$ cat src/logic/sdirp_pkg.sv
// Shared constants and types for the SDI route and power control block.
package sdirp_pkg;

   // ==========================================================================
   // Four-level strap decoding
   // ==========================================================================
   typedef enum logic [1:0] {
      SDIRP_LVL_L = 2'h0,
      SDIRP_LVL_R = 2'h1,
      SDIRP_LVL_F = 2'h2,
      SDIRP_LVL_H = 2'h3
   } sdirp_lvl_t;

   // Strap pins arrive as 8-bit samples of pin voltage, full scale equal to supply.
   localparam int STRAP_W = 8;
   localparam real STRAP_FULL_SCALE = 255.0;
   localparam real THR_LR_FRAC = 0.2;
   localparam real THR_RF_FRAC = 0.5;
   localparam real THR_FH_FRAC = 0.8;
   localparam real FLOAT_FRAC = 2.0 / 3.0;
   localparam logic [7:0] THR_LR = 8'(int'(THR_LR_FRAC * STRAP_FULL_SCALE));
   localparam logic [7:0] THR_RF = 8'(int'(THR_RF_FRAC * STRAP_FULL_SCALE));
   localparam logic [7:0] THR_FH = 8'(int'(THR_FH_FRAC * STRAP_FULL_SCALE));
   localparam logic [7:0] FLOAT_CODE = 8'(int'(FLOAT_FRAC * STRAP_FULL_SCALE));
   localparam sdirp_lvl_t LVL_RESET = SDIRP_LVL_F;
   localparam int STABLE_CYCLES = 8;
   localparam logic [3:0] STABLE_LAST = 4'(STABLE_CYCLES - 1);

   // ==========================================================================
   // Timing
   // ==========================================================================
   localparam int CLK_HZ = 20_000_000;
   localparam int LOCK_TIMEOUT_US = 4500;
   localparam int LOCK_TIMEOUT_CYC = LOCK_TIMEOUT_US * (CLK_HZ / 1_000_000);
   localparam int POR_WAIT_MS = 50;
   localparam int POR_WAIT_CYC = POR_WAIT_MS * (CLK_HZ / 1_000);

   // ==========================================================================
   // Power states
   // ==========================================================================
   typedef enum logic [2:0] {
      SDIRP_PWR_NORMAL = 3'h1,
      SDIRP_PWR_SAVE = 3'h2,
      SDIRP_PWR_DOWN = 3'h4
   } sdirp_pwr_t;

   // ==========================================================================
   // Register map
   // ==========================================================================
   localparam logic [11:0] OFS_CTRL = 12'h000;
   localparam logic [11:0] OFS_EQIDX = 12'h004;
   localparam logic [11:0] OFS_STATUS = 12'h008;
   localparam logic [11:0] OFS_IRQ_STAT = 12'h00C;
   localparam logic [11:0] OFS_IRQ_MASK = 12'h010;

   localparam int CTRL_IN_OVR = 0;
   localparam int CTRL_IN_LVL = 1;
   localparam int CTRL_FAN_OVR = 3;
   localparam int CTRL_FAN_LVL = 4;
   localparam int CTRL_LOOP_OVR = 6;
   localparam int CTRL_LOOP_LVL = 7;
   localparam int CTRL_STAT_SEL = 9;
   localparam int CTRL_W = 11;
   localparam logic [10:0] CTRL_RESET = 11'h000;

   localparam int EQIDX_W = 6;
   localparam logic [5:0] EQIDX_RESET = 6'h00;

   localparam int ST_IN_LVL = 0;
   localparam int ST_FAN_LVL = 2;
   localparam int ST_LOOP_LVL = 4;
   localparam int ST_MODE_LVL = 6;
   localparam int ST_LOCK = 8;
   localparam int ST_CARRIER = 9;
   localparam int ST_BYPASS = 10;
   localparam int ST_PWR = 11;
   localparam int ST_READY = 14;
   localparam int ST_DUAL = 15;

   localparam int IRQ_LOCK_UP = 0;
   localparam int IRQ_LOCK_DN = 1;
   localparam int IRQ_CD_UP = 2;
   localparam int IRQ_CD_DN = 3;
   localparam int IRQ_BYPASS = 4;
   localparam int IRQ_PDOWN = 5;
   localparam int IRQ_W = 6;
   localparam logic [5:0] IRQ_RESET = 6'h00;

   localparam logic [1:0] STAT_SEL_LOCK = 2'h0;
   localparam logic [1:0] STAT_SEL_CARRIER = 2'h1;
   localparam logic [1:0] STAT_SEL_IRQ = 2'h2;

endpackage : sdirp_pkg

$ cat src/logic/sdirp_strap_if.sv
// Carrier between the top and one strap filter: raw pin sample in, level out.
`timescale 1ns/10ps
interface sdirp_strap_if;
   import sdirp_pkg::*;
   logic [7:0] code;
   sdirp_lvl_t level;
   modport filt (input code, output level);
   modport ctrl (output code, input level);
endinterface : sdirp_strap_if

$ cat src/logic/sdirp_strap_filt.sv
// One four-level strap: synchroniser, threshold decoder and stability filter.
`timescale 1ns/10ps
module sdirp_strap_filt
   import sdirp_pkg::*;
(
   // Clock and reset
   input wire logic pclk,
   input wire logic presetn,
   // Strap carrier
   sdirp_strap_if.filt sp
);

   // ==========================================================================
   // Decoding
   // ==========================================================================
   function automatic sdirp_lvl_t lvl_of(input logic [7:0] code);
      if (code < THR_LR) begin
         return SDIRP_LVL_L;
      end else if (code < THR_RF) begin
         return SDIRP_LVL_R;
      end else if (code < THR_FH) begin
         return SDIRP_LVL_F;
      end
      return SDIRP_LVL_H;
   endfunction : lvl_of

   logic [7:0] meta_r;
   logic [7:0] code_r;
   sdirp_lvl_t cand_r;
   sdirp_lvl_t level_r;
   logic [3:0] same_r;
   sdirp_lvl_t now_lvl;

   // The pin sample comes from an unclocked converter, so it is retimed first.
   always_ff @(posedge pclk or negedge presetn) begin // RQ17
      if (!presetn) begin
         meta_r <= FLOAT_CODE;
         code_r <= FLOAT_CODE;
      end else begin
         meta_r <= sp.code;
         code_r <= meta_r;
      end
   end

   assign now_lvl = lvl_of(code_r); // RQ1

   // A level is adopted only after it has been seen unchanged for a while.
   // An open pin rests in the F band, which is also the level held at reset.
   always_ff @(posedge pclk or negedge presetn) begin
      if (!presetn) begin
         cand_r <= LVL_RESET; // RQ2
         level_r <= LVL_RESET; // RQ2
         same_r <= 4'h0;
      end else if (now_lvl != cand_r) begin
         cand_r <= now_lvl;
         same_r <= 4'h0;
      end else if (same_r != STABLE_LAST) begin
         same_r <= same_r + 4'h1;
      end else begin
         level_r <= cand_r; // RQ17
      end
   end

   assign sp.level = level_r;

endmodule : sdirp_strap_filt

$ cat src/logic/sdirp_route_ctrl.sv
// Strap routing, override registers, bypass, power state and interrupts.
//
// Contract
// RQ1: Straps decode at 0.2, 0.5, 0.8 supply.
// RQ2: Open strap sits at two thirds, reads F.
// RQ3: Dual variant: H/F primary, R/L secondary input.
// RQ4: Override bits replace every strap routing choice; the mode strap has no override bit.
// RQ5: Single variant always routes the primary input.
// RQ6: Fan-out: H none, F/L A only, R both.
// RQ7: Loop-through output disabled in state H.
// RQ8: Recovered data fans out to three outputs.
// RQ9: No lock: bypass reclocker, stop adaptation, manual index.
// RQ10: No carrier on selected input enters power save.
// RQ11: Enable pin forces reduced power regardless of carrier.
// RQ12: Configurable by straps or management link.
// RQ13: Host waits 50 ms after power-on first.
// RQ14: Status pin shows lock, carrier or interrupt.
// RQ15: Enable low: power-down, only management stays alive.
// RQ16: Power save keeps detection; carrier returns to normal.
// RQ17: Straps synchronised and filtered before taking effect.
// RQ18: Reset clears all overrides; straps govern.
//
// Our own choices: the APB slave port and the address map.
`timescale 1ns/10ps
module sdirp_route_ctrl
   import sdirp_pkg::*;
#(
   parameter int LOCK_TIMEOUT = LOCK_TIMEOUT_CYC,
   parameter int POR_WAIT = POR_WAIT_CYC
) (
   // Clock and reset
   input wire logic pclk,
   input wire logic presetn,
   // APB slave
   input wire logic [11:0] paddr,
   input wire logic psel,
   input wire logic penable,
   input wire logic pwrite,
   input wire logic [31:0] pwdata,
   output logic [31:0] prdata,
   output logic pready,
   output logic pslverr,
   // Four-level strap samples
   input wire logic [7:0] input_select_strap,
   input wire logic [7:0] fanout_select_strap,
   input wire logic [7:0] loopthru_select_strap,
   input wire logic [7:0] mode_select_strap,
   // Pins and analog indications
   input wire logic dual_input_variant,
   input wire logic enable_pin,
   input wire logic cdr_lock_raw,
   input wire logic carrier_detect_raw,
   // Routing controls
   output logic input_route_secondary,
   output logic fanout_out_a_en,
   output logic fanout_out_b_en,
   output logic loopthru_out_en,
   output logic mgmt_if_spi,
   // Reclocker and equalizer controls
   output logic reclocker_bypass,
   output logic eq_adapt_en,
   output logic [5:0] eq_index,
   // Power and status
   output logic power_save,
   output logic power_down,
   output logic status_pin_n,
   output logic irq
);

   // ==========================================================================
   // Strap filters
   // ==========================================================================
   sdirp_strap_if strap_bus[4] ();
   assign strap_bus[0].code = input_select_strap;
   assign strap_bus[1].code = fanout_select_strap;
   assign strap_bus[2].code = loopthru_select_strap;
   assign strap_bus[3].code = mode_select_strap;

   for (genvar g = 0; g < 4; g++) begin : g_strap
      sdirp_strap_filt u_filt (
         .pclk(pclk),
         .presetn(presetn),
         .sp(strap_bus[g])
      );
   end

   // ==========================================================================
   // Pin synchronisers
   // ==========================================================================
   logic [3:0] pin_meta_r;
   logic [3:0] pin_r;
   logic lock_d_r;
   logic carrier_d_r;
   logic lock_s;
   logic carrier_s;
   logic enable_s;
   logic dual_s;

   always_ff @(posedge pclk or negedge presetn) begin
      if (!presetn) begin
         pin_meta_r <= 4'h0;
         pin_r <= 4'h0;
      end else begin
         pin_meta_r <= {dual_input_variant, enable_pin, carrier_detect_raw, cdr_lock_raw};
         pin_r <= pin_meta_r;
      end
   end

   assign lock_s = pin_r[0];
   assign carrier_s = pin_r[1];
   assign enable_s = pin_r[2];
   assign dual_s = pin_r[3];

   always_ff @(posedge pclk or negedge presetn) begin
      if (!presetn) begin
         lock_d_r <= 1'b0;
         carrier_d_r <= 1'b0;
      end else begin
         lock_d_r <= lock_s;
         carrier_d_r <= carrier_s;
      end
   end

   // ==========================================================================
   // Registers
   // ==========================================================================
   logic [10:0] ctrl_r;
   logic [5:0] eqidx_r;
   logic [5:0] irq_stat_r;
   logic [5:0] irq_stat_nxt;
   logic [5:0] irq_mask_r;
   logic [5:0] irq_ev;
   logic pready_r;
   logic pslverr_r;
   logic [31:0] prdata_r;
   logic [31:0] rdata;
   logic [31:0] status_word;
   logic mapped;
   logic acc_first;
   logic wr_done;
   logic ready_r;
   logic [31:0] por_cnt_r;
   sdirp_pwr_t pwr_r;
   logic bypass_r;

   assign mapped = (paddr == OFS_CTRL) || (paddr == OFS_EQIDX) || (paddr == OFS_STATUS)
                || (paddr == OFS_IRQ_STAT) || (paddr == OFS_IRQ_MASK);
   // Each access takes one wait cycle so that read data can leave a flip-flop.
   assign acc_first = psel && penable && !pready_r;
   assign wr_done = psel && penable && pready_r && pwrite && mapped;

   always_comb begin
      status_word = 32'h0000_0000;
      status_word[ST_IN_LVL +: 2] = strap_bus[0].level;
      status_word[ST_FAN_LVL +: 2] = strap_bus[1].level;
      status_word[ST_LOOP_LVL +: 2] = strap_bus[2].level;
      status_word[ST_MODE_LVL +: 2] = strap_bus[3].level;
      status_word[ST_LOCK] = lock_s;
      status_word[ST_CARRIER] = carrier_s;
      status_word[ST_BYPASS] = bypass_r;
      status_word[ST_PWR +: 3] = pwr_r;
      status_word[ST_READY] = ready_r;
      status_word[ST_DUAL] = dual_s;
   end

   always_comb begin
      case (paddr)
         OFS_CTRL: rdata = {21'h000000, ctrl_r};
         OFS_EQIDX: rdata = {26'h0000000, eqidx_r};
         OFS_STATUS: rdata = status_word;
         OFS_IRQ_STAT: rdata = {26'h0000000, irq_stat_r};
         OFS_IRQ_MASK: rdata = {26'h0000000, irq_mask_r};
         default: rdata = 32'h0000_0000;
      endcase
   end

   always_ff @(posedge pclk or negedge presetn) begin
      if (!presetn) begin
         pready_r <= 1'b0;
         pslverr_r <= 1'b0;
         prdata_r <= 32'h0000_0000;
      end else begin
         pready_r <= acc_first;
         pslverr_r <= acc_first && !mapped;
         prdata_r <= (acc_first && !pwrite) ? rdata : 32'h0000_0000;
      end
   end

   // The host reconfigures the input, fan-out and loop-through strap choices here at run time.
   always_ff @(posedge pclk or negedge presetn) begin // RQ12
      if (!presetn) begin
         ctrl_r <= CTRL_RESET; // RQ18
         eqidx_r <= EQIDX_RESET;
         irq_mask_r <= IRQ_RESET;
      end else if (wr_done) begin
         if (paddr == OFS_CTRL) begin
            ctrl_r <= pwdata[CTRL_W-1:0];
         end
         if (paddr == OFS_EQIDX) begin
            eqidx_r <= pwdata[EQIDX_W-1:0];
         end
         if (paddr == OFS_IRQ_MASK) begin
            irq_mask_r <= pwdata[IRQ_W-1:0];
         end
      end
   end

   // Writes are accepted before the ready window ends; the bit only reports it.
   always_ff @(posedge pclk or negedge presetn) begin // RQ13
      if (!presetn) begin
         por_cnt_r <= 32'h0000_0000;
         ready_r <= 1'b0;
      end else if (!ready_r) begin
         por_cnt_r <= por_cnt_r + 32'h0000_0001;
         ready_r <= (por_cnt_r == 32'(POR_WAIT - 1));
      end
   end

   // ==========================================================================
   // Effective routing
   // ==========================================================================
   sdirp_lvl_t in_lvl;
   sdirp_lvl_t fan_lvl;
   sdirp_lvl_t loop_lvl;
   logic active;

   assign in_lvl = ctrl_r[CTRL_IN_OVR] ? sdirp_lvl_t'(ctrl_r[CTRL_IN_LVL +: 2])
                 : strap_bus[0].level; // RQ4
   assign fan_lvl = ctrl_r[CTRL_FAN_OVR] ? sdirp_lvl_t'(ctrl_r[CTRL_FAN_LVL +: 2])
                  : strap_bus[1].level; // RQ4
   assign loop_lvl = ctrl_r[CTRL_LOOP_OVR] ? sdirp_lvl_t'(ctrl_r[CTRL_LOOP_LVL +: 2])
                   : strap_bus[2].level; // RQ4
   assign active = (pwr_r == SDIRP_PWR_NORMAL);

   // Each of the three outputs has its own enable, all fed from one recovered stream.
   always_ff @(posedge pclk or negedge presetn) begin // RQ8
      if (!presetn) begin
         input_route_secondary <= 1'b0;
         fanout_out_a_en <= 1'b0;
         fanout_out_b_en <= 1'b0;
         loopthru_out_en <= 1'b0;
         mgmt_if_spi <= 1'b1;
      end else begin
         // The single-input part has no selector, so the primary path is forced.
         input_route_secondary <= dual_s // RQ5
            && (in_lvl == SDIRP_LVL_R || in_lvl == SDIRP_LVL_L); // RQ3
         fanout_out_a_en <= active && (fan_lvl != SDIRP_LVL_H); // RQ6
         fanout_out_b_en <= active && (fan_lvl == SDIRP_LVL_R); // RQ6
         loopthru_out_en <= active && (loop_lvl != SDIRP_LVL_H); // RQ7
         mgmt_if_spi <= strap_bus[3].level[1]; // RQ15
      end
   end

   // ==========================================================================
   // Power state
   // ==========================================================================
   sdirp_pwr_t pwr_nxt;

   always_comb begin
      case (pwr_r)
         SDIRP_PWR_NORMAL, SDIRP_PWR_SAVE, SDIRP_PWR_DOWN: begin
            if (!enable_s) begin
               pwr_nxt = SDIRP_PWR_DOWN; // RQ11
            end else if (!carrier_s) begin
               pwr_nxt = SDIRP_PWR_SAVE; // RQ10
            end else begin
               pwr_nxt = SDIRP_PWR_NORMAL; // RQ16
            end
         end
         default: pwr_nxt = SDIRP_PWR_DOWN;
      endcase
   end

   always_ff @(posedge pclk or negedge presetn) begin
      if (!presetn) begin
         pwr_r <= SDIRP_PWR_DOWN;
         power_save <= 1'b0;
         power_down <= 1'b1;
      end else begin
         pwr_r <= pwr_nxt;
         power_save <= (pwr_nxt == SDIRP_PWR_SAVE); // RQ10
         power_down <= (pwr_nxt == SDIRP_PWR_DOWN); // RQ15
      end
   end

   // ==========================================================================
   // Reclocker bypass
   // ==========================================================================
   logic [31:0] lock_cnt_r;

   // The wait restarts whenever carrier returns, so a slow acquisition after
   // reconnection is not mistaken for an unsupported rate.
   always_ff @(posedge pclk or negedge presetn) begin // RQ9
      if (!presetn) begin
         lock_cnt_r <= 32'h0000_0000;
         bypass_r <= 1'b0;
      end else if (lock_s || !active) begin
         lock_cnt_r <= 32'h0000_0000;
         bypass_r <= 1'b0;
      end else if (!bypass_r) begin
         lock_cnt_r <= lock_cnt_r + 32'h0000_0001;
         bypass_r <= (lock_cnt_r == 32'(LOCK_TIMEOUT - 1));
      end
   end

   always_ff @(posedge pclk or negedge presetn) begin
      if (!presetn) begin
         reclocker_bypass <= 1'b0;
         eq_adapt_en <= 1'b0;
         eq_index <= EQIDX_RESET;
      end else begin
         reclocker_bypass <= bypass_r; // RQ9
         eq_adapt_en <= active && !bypass_r; // RQ9
         eq_index <= eqidx_r;
      end
   end

   // ==========================================================================
   // Interrupts and status pin
   // ==========================================================================
   always_comb begin
      irq_ev = 6'h00;
      irq_ev[IRQ_LOCK_UP] = lock_s && !lock_d_r;
      irq_ev[IRQ_LOCK_DN] = !lock_s && lock_d_r;
      irq_ev[IRQ_CD_UP] = carrier_s && !carrier_d_r;
      irq_ev[IRQ_CD_DN] = !carrier_s && carrier_d_r;
      irq_ev[IRQ_BYPASS] = bypass_r && !reclocker_bypass;
      irq_ev[IRQ_PDOWN] = (pwr_nxt == SDIRP_PWR_DOWN) && (pwr_r != SDIRP_PWR_DOWN);
   end

   // A new event in the clearing cycle survives the clear.
   always_comb begin
      irq_stat_nxt = irq_stat_r;
      if (wr_done && (paddr == OFS_IRQ_STAT)) begin
         irq_stat_nxt = irq_stat_r & ~pwdata[IRQ_W-1:0];
      end
      irq_stat_nxt = irq_stat_nxt | irq_ev;
   end

   always_ff @(posedge pclk or negedge presetn) begin
      if (!presetn) begin
         irq_stat_r <= IRQ_RESET;
         irq <= 1'b0;
      end else begin
         irq_stat_r <= irq_stat_nxt;
         irq <= |(irq_stat_nxt & irq_mask_r);
      end
   end

   always_ff @(posedge pclk or negedge presetn) begin // RQ14
      if (!presetn) begin
         status_pin_n <= 1'b1;
      end else begin
         case (ctrl_r[CTRL_STAT_SEL +: 2])
            STAT_SEL_LOCK: status_pin_n <= !lock_s;
            STAT_SEL_CARRIER: status_pin_n <= !carrier_s;
            STAT_SEL_IRQ: status_pin_n <= !(|(irq_stat_nxt & irq_mask_r));
            default: status_pin_n <= 1'b1;
         endcase
      end
   end

   assign prdata = prdata_r;
   assign pready = pready_r;
   assign pslverr = pslverr_r;

endmodule : sdirp_route_ctrl

$ cat config.mk
export PLATFORM = sky130hd
export DESIGN_NAME = sdirp_route_ctrl
export DESIGN_NICKNAME = d
export VERILOG_FILES = /design/src/logic/sdirp_pkg.sv /design/src/logic/sdirp_strap_if.sv /design/src/logic/sdirp_strap_filt.sv /design/src/logic/sdirp_route_ctrl.sv
export SDC_FILE = /design/constraint.sdc
export NUM_CORES = 1
export LEC_CHECK = 0
export BUFFER_PORTS_ARGS = -buffer_cell sky130_fd_sc_hd__buf_4
export CAP_MARGIN = 10
export CELL_PAD_IN_SITES_DETAIL_PLACEMENT = 1
export CELL_PAD_IN_SITES_GLOBAL_PLACEMENT = 2
export CORE_MARGIN = 2
export CORE_UTILIZATION = 30
export CTS_BUF_LIST = sky130_fd_sc_hd__clkbuf_2 sky130_fd_sc_hd__clkbuf_4 sky130_fd_sc_hd__clkbuf_8
export DETAILED_ROUTE_END_ITERATION = 6
export MAX_ROUTING_LAYER = met4
export PLACE_DENSITY_LB_ADDON = 0.1
export SKIP_LAST_GASP = 1
export SYNTH_ARGS = -nofsm -noshare
export SYNTH_HDL_FRONTEND = slang
export SYNTH_SLANG_ARGS = --single-unit
$ cat constraint.sdc
create_clock -name pclk -period 4.03 [get_ports pclk]
set_clock_uncertainty 0.05 [all_clocks]
set_input_delay 0.403 -clock pclk [delete_from_list [all_inputs] [get_ports pclk]]
set_output_delay 0.403 -clock pclk [all_outputs]
set_load 0.05 [all_outputs]
======== After elaboration in Yosys (flattened, before gate mapping) ========
Cells that the tools add are included.
operators by class
  add/subtract/negate cells ............... 6
  multipliers ............................. 0
  divide/modulo/power cells ............... 0
  magnitude comparators ................... 12
  eq/ne operators ......................... 27
  shift-type cells ........................ 0
  mux-type cells .......................... 51
  bitwise gates (word level) .............. 12
  reductions and logical operators ........ 52
operator list
  kind                     count
  $mux W32                 3
  $pmux W16 S5             1
  $add A32 B1 Y32 const B  2
  $lt A8 B8 Y1 const B     8
  $mux W2                  20
  $eq A32 B17 Y1 const B   1
  $eq A32 B20 Y1 const B   1
  $lt A8 B6 Y1 const B     4
  $mux W4                  8
  $eq A12 B4 Y1 const B    2
  $logic_and A1 B1 Y1      19
  $add A4 B1 Y4 const B    4
  $ne A4 B3 Y1 const B     4
  $mux W1                  15
  $reduce_and A2 Y1        7
  $and A6 B6 Y6            2
  $eq A12 B3 Y1 const B    1
  $eq A12 B5 Y1 const B    1
  $logic_not A12 Y1        1
  $logic_not A1 Y1         11
  $ne A2 B2 Y1             4
  $not A1 Y1               8
  $reduce_bool A2 Y1       4
  $eq A2 B1 Y1 const B     3
  other kinds (16)         26
word-level totals
  flip-flop bits (word level) ............. 255
  latch bits .............................. 0
  bits in writable memories ............... 0
  ROM bits ................................ 0
  bits of input ports ..................... 85
  output and inout port bits .............. 51
  word-level logic and storage cells ...... 208
  memories ................................ 0

======== Longest topological paths before layout ========
Gate-level depths: netlist of the first run.
  depth after elaboration ................. 13
  depth in mapped cells ................... 7
  mapped depth without buffers ............ 7

======== Cells and area by module ========
A second synthesis of the first run with hierarchy kept.
unflattened totals
  cell total of the unflattened synthesis .. 803
  area total of the unflattened synthesis .. 9942.0 um^2
by module, submodules not included
  module            instances  cells an instance  area each (um^2)  sequential area each (um^2)
  sdirp_route_ctrl  1          563                6473.7            3583.4
  sdirp_strap_filt  4          60                 867.1             613.1

======== Least setup slack after synthesis of the first run ========
No wires, ideal clock.
  kind .................................... in2reg
  start ................................... input port paddr[10]
  end ..................................... register irq_mask_r[0]
  setup time .............................. 0.125 ns
  arrival ................................. 1.946 ns
  required time ........................... 3.855 ns
  setup slack ............................. 1.909 ns
  stages on the path ...................... 6
  buffers on the path ..................... 1
  cell sequence ........................... nor4_2 nand3_2 nor3_2 and3_1 buf_2 mux2_2
between the ends
  longest elaborated chain between the ends .. 7
  elaborated cells on any way between the ends .. 11
  classes of those cells .................. eq/ne: 4; reduce/logical: 7
RTL lines
  element                                             RTL line                 source
  from (decl)                                         sdirp_route_ctrl.sv:35   input wire logic [11:0] paddr,
  $eq A12 B3 Y1 or $logic_not A12 Y1 (tied branches)  sdirp_route_ctrl.sv:146  assign mapped = (paddr == OFS_CTRL) || (paddr == OFS_EQIDX) || (paddr == OFS_STATUS)
  $logic_or A1 B1 Y1 (2 in series)                    sdirp_route_ctrl.sv:146
  $logic_or A1 B1 Y1 (2 in series)                    sdirp_route_ctrl.sv:147  || (paddr == OFS_IRQ_STAT) || (paddr == OFS_IRQ_MASK);
  $logic_and A1 B1 Y1                                 sdirp_route_ctrl.sv:150  assign wr_done = psel && penable && pready_r && pwrite && mapped;
  $reduce_and A2 Y1 (no line) *                       --
  to (signal assigned)                                sdirp_route_ctrl.sv:203  irq_mask_r <= pwdata[IRQ_W-1:0];
  to (decl)                                           sdirp_route_ctrl.sv:131  logic [5:0] irq_mask_r;
Mark *: on every way between the ends. The rest lies on a longest branch, timed or not.
A chain may end at the register's enable or synchronous reset.

======== Worst setup path after layout of the first run ========
  start ................................... register por_cnt_r[0]
  end ..................................... register por_cnt_r[26]
between the ends
  longest elaborated chain between the ends .. 1
RTL lines
  element                 RTL line                 source
  from (decl)             sdirp_route_ctrl.sv:142  logic [31:0] por_cnt_r;
  from (signal assigned)  sdirp_route_ctrl.sv:214  por_cnt_r <= por_cnt_r + 32'h0000_0001;
  $add A32 B1 Y32         sdirp_route_ctrl.sv:214
Every way passes these cells.

==> qor.yml, run 1 <==
floorplanning:
  core_region_area_sq_mm: 0.0308
  die_area_sq_mm: 0.0329
  row_count: 64
  die_w_microns: 181
  io_pins: 136
  die-height_microns: 181
  start_util_pct: 30.7
sta:
  setup_violations: 0
  finalCriticalPeriod_ps: 2280
  finalSetupTns_ps: 0
  tightest_slew_ps: 970
  grt_setup_unrepaired: "no"
  max_clock_freq_mhz: 439
  fin_crit_sh_pct: 56.5
  drv_slew: 0
  maxSlewHeadroom_pct: 35.1
  finalHoldViolCount: 0
synthesis:
  synth_cell_types: 61
  synth_flop_cell: "dfrtp_1"
  synth-seq-cells: 239
  synth_edf_count: 0
  syn-mean-instance-area_sq_um: 12.4
  synth_warnings: 0
  synthCells: 765
  ys_seq_area_share_pct: 63.9
  synth_area_sq_mm: 0.00945
  async_flop_share_pct: 100
power:
  powerDensity_mw_per_mm2: 442
  p_leak_nw: 5.35
  max-vdd-ir-drop_uv: 167
layout:
  layout_commonest_cell: "dfrtp_1"
  synthToLayoutAreaGrowth_pct: 25.7
  layout_common_cells: "195 x dfrtp_1, 102 x buf_4, 83 x nor2_1"
  drive_gt1_share_pct: 26.2
  diodes: 0
  final_cells: 1360
  finalNetCount: 1023
  nFillCells: 3310
critical_path:
  path_cells: "ha_1 -> nand2b_1 -> nor3_1 -> nand3_1 -> nor2_1 -> nand4_1 -> xnor2_1"
  cp.arrival_ps: 2650
  start_kind: "flip-flop"
  path_max_fanout: 5
  cp_data_required_time_ps: 4410
  crit_slowest_cell: "nor3_1"
  cp_slowest_stage_delay_ps: 480
  cp-end-kind: "flip-flop"
  critical_path_class: "flip-flop to flip-flop"
route:
  avgRoutedWirePerCell_microns: 17.2
  drtIter0Drc: 322
  final_antenna_net_count: 0
  drc_errors: 0
  drtPass1Iterations: 6
  dr_total_vias: 6500
  via_per_inst: 4.78
  drt_wl_total_microns: 23400
clock_network:
  cts_max_path_buffers: 3
  cts.sinks: 239
  cts_buffers: 44
  cts_tree: "yes"
  cts_root_buf: "clkbuf_8"
  insertion_delay_ps: 540
  h-tree-depth: 2
  clkSlewWorstSetupHoldPaths_ps: 60
  cts_resized: 0
global_routing:
  grt_max_degree: 125
  grt-ovfl-total: 0
  antenna_found_initial: 0
  grt_pass1_wl_microns: 38600
  grt_pass1_vias: 7198
  track_usage_pct: 15.1
placement:
  gp_congestion: 0.748
  place_inst: 1245
  port-buffer-count: 98
  dp_hpwl_microns: 16000
job:
  maxCapViolCount: 0
status:
  status: "completed"
worst_hold_path:
  hold_class: "input port to flip-flop"
==> registers in the layout, indices dropped and copies added (netlist names), 3 cells and up <==
name	cells
eqidx_r	6
ctrl_r	11
pin_meta_r	4
irq_mask_r	6
g_strap.u_filt.same_r	16
pin_r	4
g_strap.u_filt.code_r	32
g_strap.u_filt.sp.level	8
g_strap.u_filt.cand_r	8
prdata	16
g_strap.u_filt.meta_r	32
por_cnt_r	32
pwr_r	3
lock_cnt_r	32
irq_stat_r	6
eq_index	6
==> final timing paths <==
kind	slack (ps)	startpoint	depth (start not counted)	end
worst max register to register	1750	por_cnt_r[0]	7	por_cnt_r[26]
min in group asynchronous	500	presetn	2	g_strap[0].u_filt.code_r[4]
worst min register to register	300	g_strap[1].u_filt.meta_r[0]	0	g_strap[1].u_filt.code_r[0]
worst min-delay path	60	pwdata[8]	2	ctrl_r[8]
max in group asynchronous	2360	presetn	3	g_strap[1].u_filt.code_r[1]
worst max-delay path	1750	por_cnt_r[0]	7	por_cnt_r[26]
==> cell usage after synthesis, drive strengths merged, types with 8 or more instances <==
cell type	number	area share (%)
dfrtp	195	52
nor2	83	3.3
dfstp	44	12
nand2	42	1.7
xnor2	39	3.6
nand3	34	1.9
mux2	29	3.5
a21oi	27	1.5
xor2	26	2.4
and3	24	1.6
buf	22	1.6
nor3	18	1.0
o21ai	16	0.85
nand4	15	0.99
a22oi	13	1.0
clkbuf	12	0.48
inv	12	0.48
nor4	8	0.60
or3	8	0.53
==> where the power goes <==
group | switching [W] | total (W) | internal (W) | leakage [nW]
clock | 0.000974 | 0.00238 | 0.00141 | 0.498
sequential | 0.0000521 | 0.00254 | 0.00249 | 3.02
combinational | 0.000201 | 0.000325 | 0.000124 | 1.83
==> routing by layer <==
metal	up-vias	GRT usage, %	routed length (microns)
met5	-	-	0
met4	0	4.49	492
met3	49	2.95	1090
met2	143	25.4	11700
met1	3304	18.5	10200
li1	3004	-	-
==> metrics by stage <==
stage	hold WS [ps]	total power (W)	setup slack, ps	instance area (sq um)	utilization (%)
floorplan	57.4	0.00273	1910	9510	-
finish	56.0	0.00525	1750	11900	38.5
detailed placement	286	0.00289	1220	10600	34.3
global route	24.6	0.00553	1460	11900	38.5
CTS	18.7	0.00536	1670	11900	38.5
global placement	286	0.00287	1270	10600	34.3
==> critical path, delay by kind of cell, from the launching register on <==
family / cells / cell delay [ps]
xor gates and xnor gates: 1 / 140
DFF: 1 / 380
adders and majority gates: 1 / 190
and+or+nand+nor: 5 / 1410
==> layout make-up <==
class                   instances  area (sq um)  area share [%]
clock buffers                  76           908            7.65
flip-flops and latches        239          6040            50.8
repair buffers                140          1150            9.69
inverters                      12          45.0           0.379
well taps                     396           495            4.17
clock inverters                 2          13.8           0.116
multi-input cells             495          3230            27.2
==> kinds of logic after synthesis <==
family / synth area share, %
AND/OR/NAND/NOR: 15.2
flip-flops: 63.9
AO/OA/AOI/OAI: 7.36
XOR/XNOR: 6.02
buffers and inverters: 2.59
multiplexers: 4.09
adder cells (fa/ha/maj): 0.794
other: 0.0397
==> repair_timing <==
item                                   4_1_cts  5_1_grt
endpoints found under the hold margin      130        0
hold buffers                                37        0
buffers inserted                             0        0
setup endpoints to repair                    0        0
Power figures use the tool's default switching activity.
==> run 2: changes to the inputs <==
- clock period: 4.03 -> 2.07 ns (I/O delays scaled with it)
==> qor.yml, run 2 (synthesis results as in run 1) <==
route:
  drtIter0Drc: 312  # was 322
  via_per_inst: 4.72  # was 4.78
  dr_total_vias: 6696  # was 6500
  drt_wl_total_microns: 24000  # was 23400 microns
  avgRoutedWirePerCell_microns: 16.9  # was 17.2 microns
  final_antenna_net_count: 0  # unchanged
  drc_errors: 0  # unchanged
  wl_met3_microns: 980  # was 1090 microns
  met2WireLength_microns: 12100  # was 11700 microns
  drtPass1Iterations: 6  # unchanged
  routed.top_layer: "met4"  # unchanged
  met1_length_microns: 10400  # was 10200 microns
global_routing:
  grt_pass1_wl_microns: 39800  # was 38600 microns
  grt_max_degree: 69  # was 125
  antenna_found_initial: 0  # unchanged
  grt-ovfl-total: 0  # unchanged
  track_usage_pct: 15.6  # was 15.1%
  grt_pass1_vias: 7590  # was 7198
sta:
  tightest_slew_ps: 586  # was 970 ps
  finalHoldViolCount: 0  # unchanged
  grt_setup_unrepaired: "yes"  # was no
  maxSlewHeadroom_pct: 60.7  # was 35.1%
  max_clock_freq_mhz: 516  # was 439 MHz
  fin_ws_ps: 133  # was 1750 ps
  fin_crit_sh_pct: 93.6  # was 56.5%
  drv_slew: 0  # unchanged
  setup_violations: 0  # unchanged
  finalCriticalPeriod_ps: 1940  # was 2280 ps
  whs_ps: 44.5  # was 56.0 ps
layout:
  final_cells: 1420  # was 1360
  finalNetCount: 1084  # was 1023
  nFillCells: 3296  # was 3310
  layout_commonest_cell: "dfrtp_1"  # unchanged
  regArea_sq_mm: 0.00604  # unchanged
  fin_area_sq_mm: 0.0125  # was 0.0119 sq mm
  layout_common_cells: "195 x dfrtp_1, 145 x buf_4, 83 x nor2_1"  # was 195 x dfrtp_1, 102 x buf_4, 83 x nor2_1
  drive_gt1_share_pct: 29.5  # was 26.2%
  diodes: 0  # unchanged
  multi_input_area_sq_mm: 0.00325  # was 0.00323 sq mm
  synthToLayoutAreaGrowth_pct: 32.5  # was 25.7%
critical_path:
  path_cells: "and3b_1 -> or3b_1 -> nor3_1 -> buf_4 -> nand2_1 -> nor2_1 -> xor2_1"  # was ha_1 -> nand2b_1 -> nor3_1 -> nand3_1 -> nor2_1 -> nand4_1 -> xnor2_1
  cp.arrival_ps: 2360  # was 2650 ps
  r2r_slack_ps: 130  # was 1750 ps
  cp_slowest_stage_delay_ps: 440  # was 480 ps
  path_max_fanout: 5  # unchanged
  reg2reg_from: "ready_r"  # was por_cnt_r[0]
  cp_data_required_time_ps: 2490  # was 4410 ps
  critical_path_class: "flip-flop to flip-flop"  # unchanged
  start_kind: "flip-flop"  # unchanged
  ff2ff_path_depth: 7  # unchanged
  cp-end-kind: "flip-flop"  # unchanged
  r2r_end: "por_cnt_r[31]"  # was por_cnt_r[26]
  crit_slowest_cell: "dfrtp_1"  # was nor3_1
status:
  status: "completed"  # unchanged
floorplanning:
  row_count: 64  # unchanged
  die-height_microns: 181  # unchanged
  die_w_microns: 181  # unchanged
  die_area_sq_mm: 0.0329  # unchanged
  io_pins: 136  # unchanged
  core_region_area_sq_mm: 0.0308  # unchanged
  start_util_pct: 30.7  # unchanged
clock_network:
  insertion_delay_ps: 540  # about the same
  h-tree-depth: 2  # unchanged
  clkSlewWorstSetupHoldPaths_ps: 60  # about the same
  cts_root_buf: "clkbuf_8"  # unchanged
  cts_setup_buffers: 0  # unchanged
  cts.sinks: 239  # unchanged
  cts_max_path_buffers: 3  # unchanged
  cts_buffers: 43  # was 44
  cts_tree: "yes"  # unchanged
placement:
  port-buffer-count: 98  # unchanged
  gp_congestion: 0.810  # was 0.748
  dp_hpwl_microns: 16800  # was 16000 microns
  place_area_sq_mm: 0.0110  # was 0.0106 sq mm
  place_inst: 1294  # was 1245
  pre_cts_ws_ps: -59.1  # was 1220 ps
worst_hold_path:
  hold_start: "paddr[3]"  # was pwdata[8]
  min_to: "irq_stat_r[1]"  # was ctrl_r[8]
  hold_class: "input port to flip-flop"  # unchanged
  whs_path_depth: 3  # was 2
job:
  maxCapViolCount: 0  # unchanged
power:
  max-vdd-ir-drop_uv: 403  # was 167 uV
  p_leak_nw: 5.68  # was 5.35 nW
  powerDensity_mw_per_mm2: 840  # was 442 mW/mm^2
run 2: through the flow:
stage | total power (W) | utilization, % | setup TNS [ps]
floorplan | 0.00531 | - | 0
global placement | 0.00563 | 35.8 | -7.95
detailed placement | 0.00566 | 35.8 | -586
CTS | 0.0107 | 40.5 | 0
global route | 0.0110 | 40.6 | -17.7
finish | 0.0105 | 40.6 | 0
run 2: how the worst max path moves through the flow:
stage	startpoint	endpoint	slack (ps)
after global routing	lock_cnt_r[1]	lock_cnt_r[30]	-20
after floorplan	pready	status_pin_n	40
after CTS	lock_cnt_r[1]	lock_cnt_r[30]	40
final	ready_r	por_cnt_r[31]	130
after global placement	paddr[10]	status_pin_n	-8
after detailed placement	paddr[10]	ctrl_r[2]	-60
run 2: cell type report:
cell class / instances / share of cell area [%]
multi-input cells: 495 / 26.0
repair buffers: 202 / 13.8
clock buffers: 68 / 6.98
flip-flops and latches: 239 / 48.2
clock inverters: 8 / 0.760
well taps: 396 / 3.96
inverters: 12 / 0.360
run 2: per-layer routing:
| metal | vias up | global-route usage, % |
|---|---|---|
| li1 | 3121 | - |
| met1 | 3391 | 18.5 |
| met2 | 140 | 26.7 |
| met3 | 44 | 2.99 |
| met4 | 0 | 4.88 |
| met5 | - | - |
run 2: repair_timing:
item | in CTS | in global routing
gates resized for setup | 0 | 3
hold buffers | 50 | 0
setup endpoints to repair | 0 | 5
hold endpoints to repair | 150 | 0
run 2: report_power, final:
| part | switching [W] | total [W] | leakage (nW) | internal (W) |
|---|---|---|---|---|
| Clock | 0.00195 | 0.00488 | 0.507 | 0.00292 |
| Combinational | 0.000407 | 0.000694 | 2.16 | 0.000287 |
| Sequential | 0.000101 | 0.00495 | 3.02 | 0.00485 |
| Total | 0.00246 | 0.0105 | 5.68 | 0.00806 |
run 2: worst max-delay path: cells and delay by family, from the launching register on:
kind | cells | cell delay, ps
xor+xnor | 1 | 150
flops | 1 | 440
buf+inv | 1 | 150
simple gates | 5 | 1070
